$ cat config.mk
export PLATFORM = sky130hd
export DESIGN_NAME = tmsc_top
export DESIGN_NICKNAME = d
export VERILOG_FILES = /design/src/tmsc_pkg.sv /design/src/tmsc_nand_tree.sv /design/src/tmsc_top.sv
export SDC_FILE = /design/constraint.sdc
export NUM_CORES = 1
export LEC_CHECK = 0
export BUFFER_PORTS_ARGS = -buffer_cell sky130_fd_sc_hd__buf_2
export CAP_MARGIN = 20
export CORE_MARGIN = 2
export CORE_UTILIZATION = 53
export DETAILED_ROUTE_END_ITERATION = 10
export PLACE_DENSITY_LB_ADDON = 0.05
export SYNTH_ARGS = -nofsm -noshare
export SYNTH_HDL_FRONTEND = slang
export SYNTH_SLANG_ARGS = --single-unit
$ cat constraint.sdc
create_clock -name MCLK -period 2.2 [get_ports MCLK]
set_input_delay 0.22 -clock MCLK [delete_from_list [all_inputs] [get_ports MCLK]]
set_output_delay 0.22 -clock MCLK [all_outputs]
set_load 0.005 [all_outputs]
$ cat src/tmsc_pkg.sv
// Constants, encodings and state types for the test-mode and scan control block
//
// Overview of operation
// - NAND-tree mode tristates all outputs except serial clock
// - Serial clock pin carries NAND-tree result in test
// - Two-bit test-mode selector captured during reset
// - Mode held until selector changes and reset
// - 00 normal, 11 NAND tree, 01/10 reserved
// - Boundary-scan port: clock, data in/out, mode, reset
// - Mode select pulled high keeps controller reset
package tmsc_pkg;

  // Pin counts of the tested pad ring
  localparam int unsigned NAND_WIDTH   = 16;            // Inputs feeding the NAND tree
  localparam int unsigned OUT_WIDTH    = 16;            // Ordinary outputs that get tristated

  // Test-mode selector encodings
  localparam logic [1:0]  SEL_NORMAL   = 2'h0;          // Normal operation
  localparam logic [1:0]  SEL_RSVD_A   = 2'h1;          // Reserved
  localparam logic [1:0]  SEL_RSVD_B   = 2'h2;          // Reserved
  localparam logic [1:0]  SEL_NAND     = 2'h3;          // NAND tree, outputs tristated

  // Operating mode after capture
  typedef enum logic {
    MODE_NORMAL,
    MODE_NAND
  } tmsc_mode_e;

  // Scan instruction register
  localparam int unsigned IR_WIDTH     = 4;             // Instruction register length
  localparam int unsigned ID_WIDTH     = 32;            // Identification register length
  localparam logic [3:0]  INS_SAMPLE   = 4'h1;          // Capture input pins into boundary chain
  localparam logic [3:0]  INS_IDCODE   = 4'h2;          // Select identification register
  localparam logic [3:0]  INS_BYPASS   = 4'hf;          // Single-bit bypass
  localparam logic [3:0]  IR_CAPTURE   = 4'h1;          // Fixed pattern loaded in capture-IR

  // Scan controller states
  typedef enum logic [3:0] {
    TAP_RESET,
    TAP_IDLE,
    TAP_SEL_DR,
    TAP_CAP_DR,
    TAP_SHIFT_DR,
    TAP_EXIT1_DR,
    TAP_PAUSE_DR,
    TAP_EXIT2_DR,
    TAP_UPD_DR,
    TAP_SEL_IR,
    TAP_CAP_IR,
    TAP_SHIFT_IR,
    TAP_EXIT1_IR,
    TAP_PAUSE_IR,
    TAP_EXIT2_IR,
    TAP_UPD_IR
  } tmsc_tap_e;

endpackage

$ cat src/tmsc_nand_tree.sv
// NAND-tree chain over the tested input pins
`timescale 1ns/1ps
module tmsc_nand_tree (
  // Pins under test
  input  wire logic [tmsc_pkg::NAND_WIDTH-1:0] nand_in,
  // Chain result
  output wire logic                            nand_out
);
  import tmsc_pkg::*;

  logic [NAND_WIDTH-1:0] stage;                         // Running value along the chain

  // First stage is the first pin itself
  assign stage[0] = nand_in[0];

  // Each later pin is NANDed with the previous stage; with later pins high, a pin flips the end only while the stage before it is high
  genvar i;
  generate
    for (i = 1; i < NAND_WIDTH; i = i + 1) begin : g_chain
      assign stage[i] = ~(stage[i-1] & nand_in[i]);
    end
  endgenerate

  // Last stage leaves the tree
  assign nand_out = stage[NAND_WIDTH-1];

endmodule

$ cat src/tmsc_top.sv
// Test-mode capture, output tristate control and boundary-scan controller
`timescale 1ns/1ps
module tmsc_top #(
  parameter logic [tmsc_pkg::ID_WIDTH-1:0] ID_CODE = 32'h00000001  // Arbitrary value, lsb set
) (
  // Clock and reset
  input  wire logic                            MCLK,
  input  wire logic                            SYS_RST,
  // Test-mode selector pins
  input  wire logic [1:0]                      TEST_MODE_SELECT,
  // Input pins seen by the NAND tree and boundary chain
  input  wire logic [tmsc_pkg::NAND_WIDTH-1:0] PIN_IN,
  // Functional outputs from the core
  input  wire logic [tmsc_pkg::OUT_WIDTH-1:0]  CORE_OUT,
  input  wire logic [tmsc_pkg::OUT_WIDTH-1:0]  CORE_OE,
  input  wire logic                            CORE_SCL_OUT,
  input  wire logic                            CORE_SCL_OE,
  // Pad drive towards the pins
  output logic      [tmsc_pkg::OUT_WIDTH-1:0]  PAD_OUT,
  output logic      [tmsc_pkg::OUT_WIDTH-1:0]  PAD_OE,
  output logic                                 SCL_OUT,
  output logic                                 SCL_OE,
  // Boundary-scan port
  input  wire logic                            TCK,
  input  wire logic                            TDI,
  input  wire logic                            TMS,
  input  wire logic                            TMS_DRIVEN,
  input  wire logic                            TRST_N,
  output logic                                 TDO,
  output logic                                 TDO_OE,
  // Mode status
  output logic                                 NAND_MODE
);
  import tmsc_pkg::*;

  // Mode capture
  tmsc_mode_e             mode_q;                       // Operating mode fixed at reset
  logic                   nand_act;                     // NAND-tree mode in force
  logic                   nand_res;                     // Tree result

  // Scan clock edge detection
  logic                   tck_q;                        // Previous sample of the scan clock
  logic                   tck_rise;                     // Rising edge seen this cycle
  logic                   tck_fall;                     // Falling edge seen this cycle

  // Scan controller
  logic                   tap_rst;                      // Controller reset condition
  logic                   tms_eff;                      // Mode select after the pull-up
  tmsc_tap_e              state_q;                      // Controller state
  tmsc_tap_e              state_d;                      // Next controller state
  logic [IR_WIDTH-1:0]    ir_sr_q;                      // Instruction shift stage
  logic [IR_WIDTH-1:0]    ir_q;                         // Active instruction
  logic [ID_WIDTH-1:0]    id_sr_q;                      // Identification shift register
  logic [NAND_WIDTH-1:0]  bsr_q;                        // Boundary chain over input pins
  logic                   byp_q;                        // Bypass bit
  logic                   dr_bit;                       // Serial out of selected data register
  logic                   tdo_val_q;                    // Serial out value, set on falling edge
  logic                   tdo_en_q;                     // Shifting in progress, set on falling edge

  // NAND tree over the input pins
  tmsc_nand_tree u_tree (
    .nand_in  (PIN_IN),
    .nand_out (nand_res)
  );

  // Selector is sampled on every clock while reset is high; last sample stands
  always_ff @(posedge MCLK) begin
    if (SYS_RST) begin
      if (TEST_MODE_SELECT == SEL_NAND) begin
        mode_q <= MODE_NAND;
      end else begin
        mode_q <= MODE_NORMAL;                          // Normal and reserved codes
      end
    end
  end
  // Outside reset the mode never moves, whatever the selector does

  assign nand_act = (mode_q == MODE_NAND);

  // Ordinary outputs: core drive in normal mode, released in NAND-tree mode
  always_ff @(posedge MCLK) begin
    if (SYS_RST) begin
      PAD_OUT <= '0;
      PAD_OE  <= '0;
    end else if (nand_act) begin
      PAD_OUT <= '0;
      PAD_OE  <= '0;                                    // All outputs tristated
    end else begin
      PAD_OUT <= CORE_OUT;
      PAD_OE  <= CORE_OE;
    end
  end

  // Serial clock pin: the one output left driven in NAND-tree mode
  always_ff @(posedge MCLK) begin
    if (SYS_RST) begin
      SCL_OUT <= 1'b0;
      SCL_OE  <= 1'b0;
    end else if (nand_act) begin
      SCL_OUT <= nand_res;                              // Tree result on the pin
      SCL_OE  <= 1'b1;                                  // Kept driven
    end else begin
      SCL_OUT <= CORE_SCL_OUT;
      SCL_OE  <= CORE_SCL_OE;
    end
  end

  // Mode status follows the captured mode
  always_ff @(posedge MCLK) begin
    if (SYS_RST) begin
      NAND_MODE <= 1'b0;
    end else begin
      NAND_MODE <= nand_act;
    end
  end

  // Scan clock sampled on the system clock to find its edges
  // Sampled through reset too, so a scan clock parked high gives no false rise at release
  always_ff @(posedge MCLK) begin
    tck_q <= TCK;
  end

  assign tck_rise = TCK & ~tck_q;
  assign tck_fall = ~TCK & tck_q;

  // Undriven mode select reads high, so five scan clocks park the controller in reset
  assign tms_eff = TMS_DRIVEN ? TMS : 1'b1;
  assign tap_rst = SYS_RST | ~TRST_N;                   // Active-low scan reset

  // Standard controller transitions on the mode select level
  always_comb begin
    state_d = state_q;
    case (state_q)
      TAP_RESET:    state_d = tms_eff ? TAP_RESET    : TAP_IDLE;
      TAP_IDLE:     state_d = tms_eff ? TAP_SEL_DR   : TAP_IDLE;
      TAP_SEL_DR:   state_d = tms_eff ? TAP_SEL_IR   : TAP_CAP_DR;
      TAP_CAP_DR:   state_d = tms_eff ? TAP_EXIT1_DR : TAP_SHIFT_DR;
      TAP_SHIFT_DR: state_d = tms_eff ? TAP_EXIT1_DR : TAP_SHIFT_DR;
      TAP_EXIT1_DR: state_d = tms_eff ? TAP_UPD_DR   : TAP_PAUSE_DR;
      TAP_PAUSE_DR: state_d = tms_eff ? TAP_EXIT2_DR : TAP_PAUSE_DR;
      TAP_EXIT2_DR: state_d = tms_eff ? TAP_UPD_DR   : TAP_SHIFT_DR;
      TAP_UPD_DR:   state_d = tms_eff ? TAP_SEL_DR   : TAP_IDLE;
      TAP_SEL_IR:   state_d = tms_eff ? TAP_RESET    : TAP_CAP_IR;
      TAP_CAP_IR:   state_d = tms_eff ? TAP_EXIT1_IR : TAP_SHIFT_IR;
      TAP_SHIFT_IR: state_d = tms_eff ? TAP_EXIT1_IR : TAP_SHIFT_IR;
      TAP_EXIT1_IR: state_d = tms_eff ? TAP_UPD_IR   : TAP_PAUSE_IR;
      TAP_PAUSE_IR: state_d = tms_eff ? TAP_EXIT2_IR : TAP_PAUSE_IR;
      TAP_EXIT2_IR: state_d = tms_eff ? TAP_UPD_IR   : TAP_SHIFT_IR;
      TAP_UPD_IR:   state_d = tms_eff ? TAP_SEL_DR   : TAP_IDLE;
      default:      state_d = TAP_RESET;                // Unused codes recover to reset
    endcase
  end

  // Controller state advances on each rising scan clock
  always_ff @(posedge MCLK) begin
    if (tap_rst) begin
      state_q <= TAP_RESET;
    end else if (tck_rise) begin
      state_q <= state_d;
    end
  end

  // Instruction register: capture, shift from the data input, update
  always_ff @(posedge MCLK) begin
    if (tap_rst) begin
      ir_sr_q <= IR_CAPTURE;
      ir_q    <= INS_IDCODE;
    end else if (tck_rise) begin
      case (state_q)
        TAP_RESET: begin
          ir_q <= INS_IDCODE;                           // Reset selects identification
        end
        TAP_CAP_IR: begin
          ir_sr_q <= IR_CAPTURE;
        end
        TAP_SHIFT_IR: begin
          ir_sr_q <= {TDI, ir_sr_q[IR_WIDTH-1:1]};
        end
        TAP_UPD_IR: begin
          ir_q <= ir_sr_q;
        end
        default: begin
          ir_q <= ir_q;                                 // Hold elsewhere
        end
      endcase
    end
  end

  // Data registers: capture and shift the one the instruction selects
  always_ff @(posedge MCLK) begin
    if (tap_rst) begin
      id_sr_q <= ID_CODE;
      bsr_q   <= '0;
      byp_q   <= 1'b0;
    end else if (tck_rise) begin
      if (state_q == TAP_CAP_DR) begin
        if (ir_q == INS_IDCODE) begin
          id_sr_q <= ID_CODE;
        end else if (ir_q == INS_SAMPLE) begin
          bsr_q <= PIN_IN;                              // Snapshot of the input pins
        end else begin
          byp_q <= 1'b0;                                // Bypass and unknown codes
        end
      end else if (state_q == TAP_SHIFT_DR) begin
        if (ir_q == INS_IDCODE) begin
          id_sr_q <= {TDI, id_sr_q[ID_WIDTH-1:1]};
        end else if (ir_q == INS_SAMPLE) begin
          bsr_q <= {TDI, bsr_q[NAND_WIDTH-1:1]};
        end else begin
          byp_q <= TDI;
        end
      end
    end
  end

  // Serial out of the selected data register
  always_comb begin
    if (ir_q == INS_IDCODE) begin
      dr_bit = id_sr_q[0];
    end else if (ir_q == INS_SAMPLE) begin
      dr_bit = bsr_q[0];
    end else begin
      dr_bit = byp_q;
    end
  end

  // Serial out changes on the falling scan clock, enabled only while shifting
  always_ff @(posedge MCLK) begin
    if (tap_rst) begin
      tdo_val_q <= 1'b0;
      tdo_en_q  <= 1'b0;
    end else if (tck_fall) begin
      if (state_q == TAP_SHIFT_IR) begin
        tdo_val_q <= ir_sr_q[0];
        tdo_en_q  <= 1'b1;
      end else if (state_q == TAP_SHIFT_DR) begin
        tdo_val_q <= dr_bit;
        tdo_en_q  <= 1'b1;
      end else begin
        tdo_en_q  <= 1'b0;
      end
    end
  end

  // Scan data out pin, also released in NAND-tree mode
  always_ff @(posedge MCLK) begin
    if (SYS_RST) begin
      TDO    <= 1'b0;
      TDO_OE <= 1'b0;
    end else begin
      TDO    <= tdo_val_q;
      TDO_OE <= tdo_en_q & ~nand_act;
    end
  end

endmodule
# Word-level counts from Yosys, hierarchy flattened
# Cells that the tools add are included.
# totals
reg_bits,102
word_cells,131
# classes
n_mux,41
bitwise_logic,40
reduce_logical,15
eq_ne,18
# op_table
op,count
$mux 32,4
$mux 16,6
$pmux 4 s12,1
$eq 4x4->1 const B,8
$not 1->1,21
$mux 1,19
$and 1x1->1,18
$eq 4x3->1 const B,4
$mux 4,4
$pmux 4 s2,2
$eq 4x2->1 const B,3
$eq 4x1->1 const B,2
$reduce_and 4->1,2
$reduce_bool 2->1,4
$mux 2,3
$mux 3,2
$reduce_and 2->1,3
$reduce_or 2->1,3
$logic_not 4->1,1
$reduce_and 3->1,1
$reduce_or 3->1,1
$eq 2x2->1 const B,1
$or 1x1->1,1

# Depth between registers and ports, before layout
# depth
depth_word,31
mapped_depth,8

# Modules after synthesis
# Synthesis repeated with hierarchy kept, for this count alone.
# unflattened
hier_cells,447
hier_area_um2,4042.6
# modules_own_cells
module,area_each_um2,n_inst,seq_area_each_um2,cells_each
tmsc_top,3967.6,1,2052.0,436
tmsc_nand_tree,75.1,1,0.0,11

# Least setup slack after synthesis
# OpenSTA, ideal clock, no wires.
# synth_timing
path_kind,reg2reg
startpoint,register state_q[1]
endpoint,register id_sr_q[2]
synth_period_minus_slack_ps,1724
setup_time_ps,138
path_buffers,3
required_ps,2062
stages_incl_launch_ff,9
arrival_ps,1586
path_slack_ps,476
path_cell_list,dfxtp_1 > buf_6 > nand2_4 > o22a_4 > or4_4 > buf_6 > buf_6 > nand2_1 > a21oi_1
# synth_between
elab_chain_len,3
word_cells_on_any_way,5
cone_classes,eq/ne (2); mux (1); reduce/logical (2)
# synth_lines
element,line,text
"start, declared",tmsc_top.sv:49,tmsc_tap_e state_q;
"start signal, assigned",tmsc_top.sv:159,state_q <= state_d;
$eq 4x2->1 or $eq 4x3->1 (tied branches),"tmsc_top.sv:196, tmsc_top.sv:204",
$reduce_bool 2->1 (no line),--,
$reduce_and 3->1 (no line),--,
"end signal, assigned",tmsc_top.sv:206,"id_sr_q <= {TDI, id_sr_q[ID_WIDTH-1:1]};"
"end, declared",tmsc_top.sv:53,logic [ID_WIDTH-1:0] id_sr_q;
# Several ways; a longest one is shown, not always the timed one.
# A chain may end at the register's enable or synchronous reset.

# Worst setup path after layout
# layout_timing
startpoint,input TCK
endpoint,register id_sr_q[0]
# layout_between
elab_chain_len,2
# layout_lines
element,line,text
"start, declared",tmsc_top.sv:24,"input wire logic TCK,"
$and 1x1->1,tmsc_top.sv:123,assign tck_rise = TCK & ~tck_q;
$reduce_and 3->1 (no line),--,
# No other way between the ends.

==> results.cfg <==
[clocking]
postCtsSetupBuffers = 0
clock_path_buffers = 2
htree_levels = 3
clkSinkCount = 102
clock_latency_ns = 0.35
cts.clk_slew.worst_paths_ns = 0.09
cts_tree = yes
cts_made_buffers = 9
root_buffer = clkbuf_8

[detailed_routing]
drc = 0
finalWirelength_um = 8340
vias_per_cell = 5.34
wl_per_cell_um = 13.3
drt_pre_antenna_iters = 4
drt_iter0_drc = 156
vias = 3355
antenna_left = 0

[setup_path]
timing.rr.start = tck_q
worstSetupPathType = primary input to flop
r2r_end = id_sr_q[0]
start_kind = primary input
cp_data_required_time_ns = 2.42
ff2ff_path_depth = 5
arrival_ns = 2.32
path_max_fanout = 32
end_kind = flop
rrSetupSlack_ns = 0.30

[cells_and_area]
num_antenna_cells = 0
register_area_um2 = 2050
drive_gt1_share_pct = 27.6
nFillCells = 640
multi_input_area_um2 = 1790
fin_nets = 583
area_growth_pct = 19.0

[placed_design]
gp_congestion = 0.853
portBuffers = 95
dp_hpwl_um = 5850

[sta]
finalMaxSlewViolations = 0
post-route-min-period_ns = 2.09
tightestPinTransition_ns = 0.435
max_freq_mhz = 477
rsz0062_at_grt = no
final.setup.tns_ns = 0
maxSlewHeadroom_pct = 70.9
skew_ns = 0.0108
finalSetupViolations = 0
hold_viol = 0
post-route-period-util_pct = 95.2

[grt]
grtUsageTotal_pct = 20.6
grt_overflow = 0
grt_max_degree = 33
antenna_found_initial = 0
grt_pass1_wl_um = 14200
grt_pass1_vias = 3186

[worst_hold_path]
worstHoldEndpoint = PAD_OUT[10]
hold_path.class = primary input to flop
hp-start = CORE_OUT[10]
min_path_cells = 2

[floorplanning]
rows = 31
core-area_um2 = 7330
dieArea_um2 = 8360
dieHeight_um = 91.4
start_util_pct = 55.3
fp.dieW_um = 91.4
io_pins = 96

[synth]
synthesis.area_um2 = 4050
synthArstFlopShare_pct = 0
synth.largest_area_cell = dfxtp_1
yosysSeqAreaShare_pct = 50.6
synthTopCellsByArea = dfxtp_1 (50%), a21oi_1 (5.7%), and2_1 (5.4%)
synth_nets = 495
yosysTopAreaCellShare_pct = 49.9
synthFlopType = dfxtp_1
synth_cell_types = 48
synth_area_per_cell_um2 = 9.30
ys_ff_latch = 102
synth.yosys.warnings = 0
synthCells = 436
synth_edf_count = 1

[pwr]
finalPower_w = 0.00339
power_density_nw_per_um2 = 702
ir_drop_uv = 586
p_leak_nw = 1.87

[status]
status = complete, no violations

[run]
maxCapViolCount = 0
## synth_stat cells, types with 2 or more instances
library cell  instances
a211oi_1              3
a211oi_2             14
a21oi_1              46
a22o_1                3
a311oi_1              2
a32oi_1               2
and2_1               35
buf_2                 5
buf_4                 5
buf_6                 5
clkbuf_1             19
dfxtp_1             101
inv_1                 7
mux2i_1              14
nand2_1              44
nand2b_1              8
nand3_1              37
nand4_1               3
nor2_1               32
nor2b_1               7
nor3_1                2
nor3_2                2
nor4_1                2
o211ai_1              3
o21ai_0               8
o221ai_1              2
o311ai_0              2
or3_1                 3
## placed cells by master, fill, tap and decap left out, types with 3 or more instances in the layout
cell / synthesis / routed
dfxtp_1: 101 / 101
buf_2: 5 / 95
a21oi_1: 46 / 46
nand2_1: 44 / 44
nand3_1: 37 / 37
and2_1: 35 / 35
nor2_1: 32 / 32
a211oi_2: 14 / 14
mux2i_1: 14 / 14
buf_4: 5 / 14
clkbuf_8: 0 / 10
o21ai_0: 8 / 8
nor2b_1: 7 / 7
inv_1: 7 / 7
nand2b_1: 8 / 7
nand4_1: 3 / 3
o211ai_1: 3 / 3
or3_1: 3 / 3
a22o_1: 3 / 3
a211oi_1: 3 / 3
## worst max-delay path: stages
cell and delay, ns:
dlygate4sd3_1 0.52, buf_2 0.12, nor2b_1 0.37, nand2_1 0.18
or4_4 0.63, nor3_2 0.21, o21ai_1 0.07
## worst max path at each step
stage	start	endpoint	slack [ns]	depth (start not counted)
floorplan	state_q[1]	id_sr_q[2]	0.48	8
detailed placement	TCK	id_sr_q[0]	0.32	6
CTS	TCK	id_sr_q[0]	0.15	7
global route	TCK	id_sr_q[0]	0.007	7
global placement	TCK	id_sr_q[0]	0.33	6
finish	TCK	id_sr_q[0]	0.11	7
## per-layer routing
layer	wire length, um	vias up	global-route usage (%)	share of wire [%]
li1	-	1685	-	-
met1	3580	1542	25.4	43
met2	3870	121	33.5	46
met3	792	7	7.14	9.5
met4	84	0	6.82	1.0
met5	0	-	0	0
## state kept, by name, summed over array words and instances, names as in the netlist
name,count
SCL_OE,1
byp_q,1
bsr_q,16
TDO,1
ir_sr_q,4
id_sr_q,32
tdo_en_q,1
NAND_MODE,1
TDO_OE,1
tck_q,1
tdo_val_q,1
PAD_OUT,16
PAD_OE,16
mode_q,1
ir_q,4
SCL_OUT,1
state_q,4
## repair_timing
action,in CTS,in global routing
endpoints found under the setup margin,0,0
endpoints found under the hold margin,1,0
gates resized for setup,0,0
hold buffers,1,0
## stage by stage
step | cells | utilization (%) | area, um^2 | hold WS (ns) | worst slack [ns]
5_1_grt | 628 | 65.8 | 4820 | 0.0433 | 0.00692
3_5_place_dp | 611 | 62.6 | 4590 | 0.360 | 0.321
6_report | 628 | 65.8 | 4820 | 0.0552 | 0.106
4_1_cts | 628 | 65.8 | 4820 | 0.0393 | 0.150
2_1_floorplan | 436 | - | 4050 | 0.248 | 0.476
3_3_place_gp | 611 | 62.6 | 4590 | 0.353 | 0.328
## layout make-up
class,count,area share (%)
multi-input combinational,293,37.1
inverter,7,0.545
timing repair buffer,111,12.7
clock buffer,12,3.01
sequential,102,42.6
clock inverter,4,1.61
tap,99,2.57
## where the power goes
group / switching [W] / internal [W] / leakage [nW]
clock: 0.000615 / 0.000680 / 0.111
combinational: 0.000101 / 0.0000964 / 0.930
sequential: 0.00000987 / 0.00188 / 0.829
total: 0.000727 / 0.00266 / 1.87
## cells by family after synthesis
group | after synthesis | synth area share (%)
AND/OR/NAND/NOR | 182 | 23.5
flip-flops | 102 | 50.6
AO/OA/AOI/OAI | 96 | 16.9
buffers and inverters | 41 | 5.34
multiplexers | 14 | 3.46
XOR/XNOR | 1 | 0.216
(Power assumes the default switching activity.)
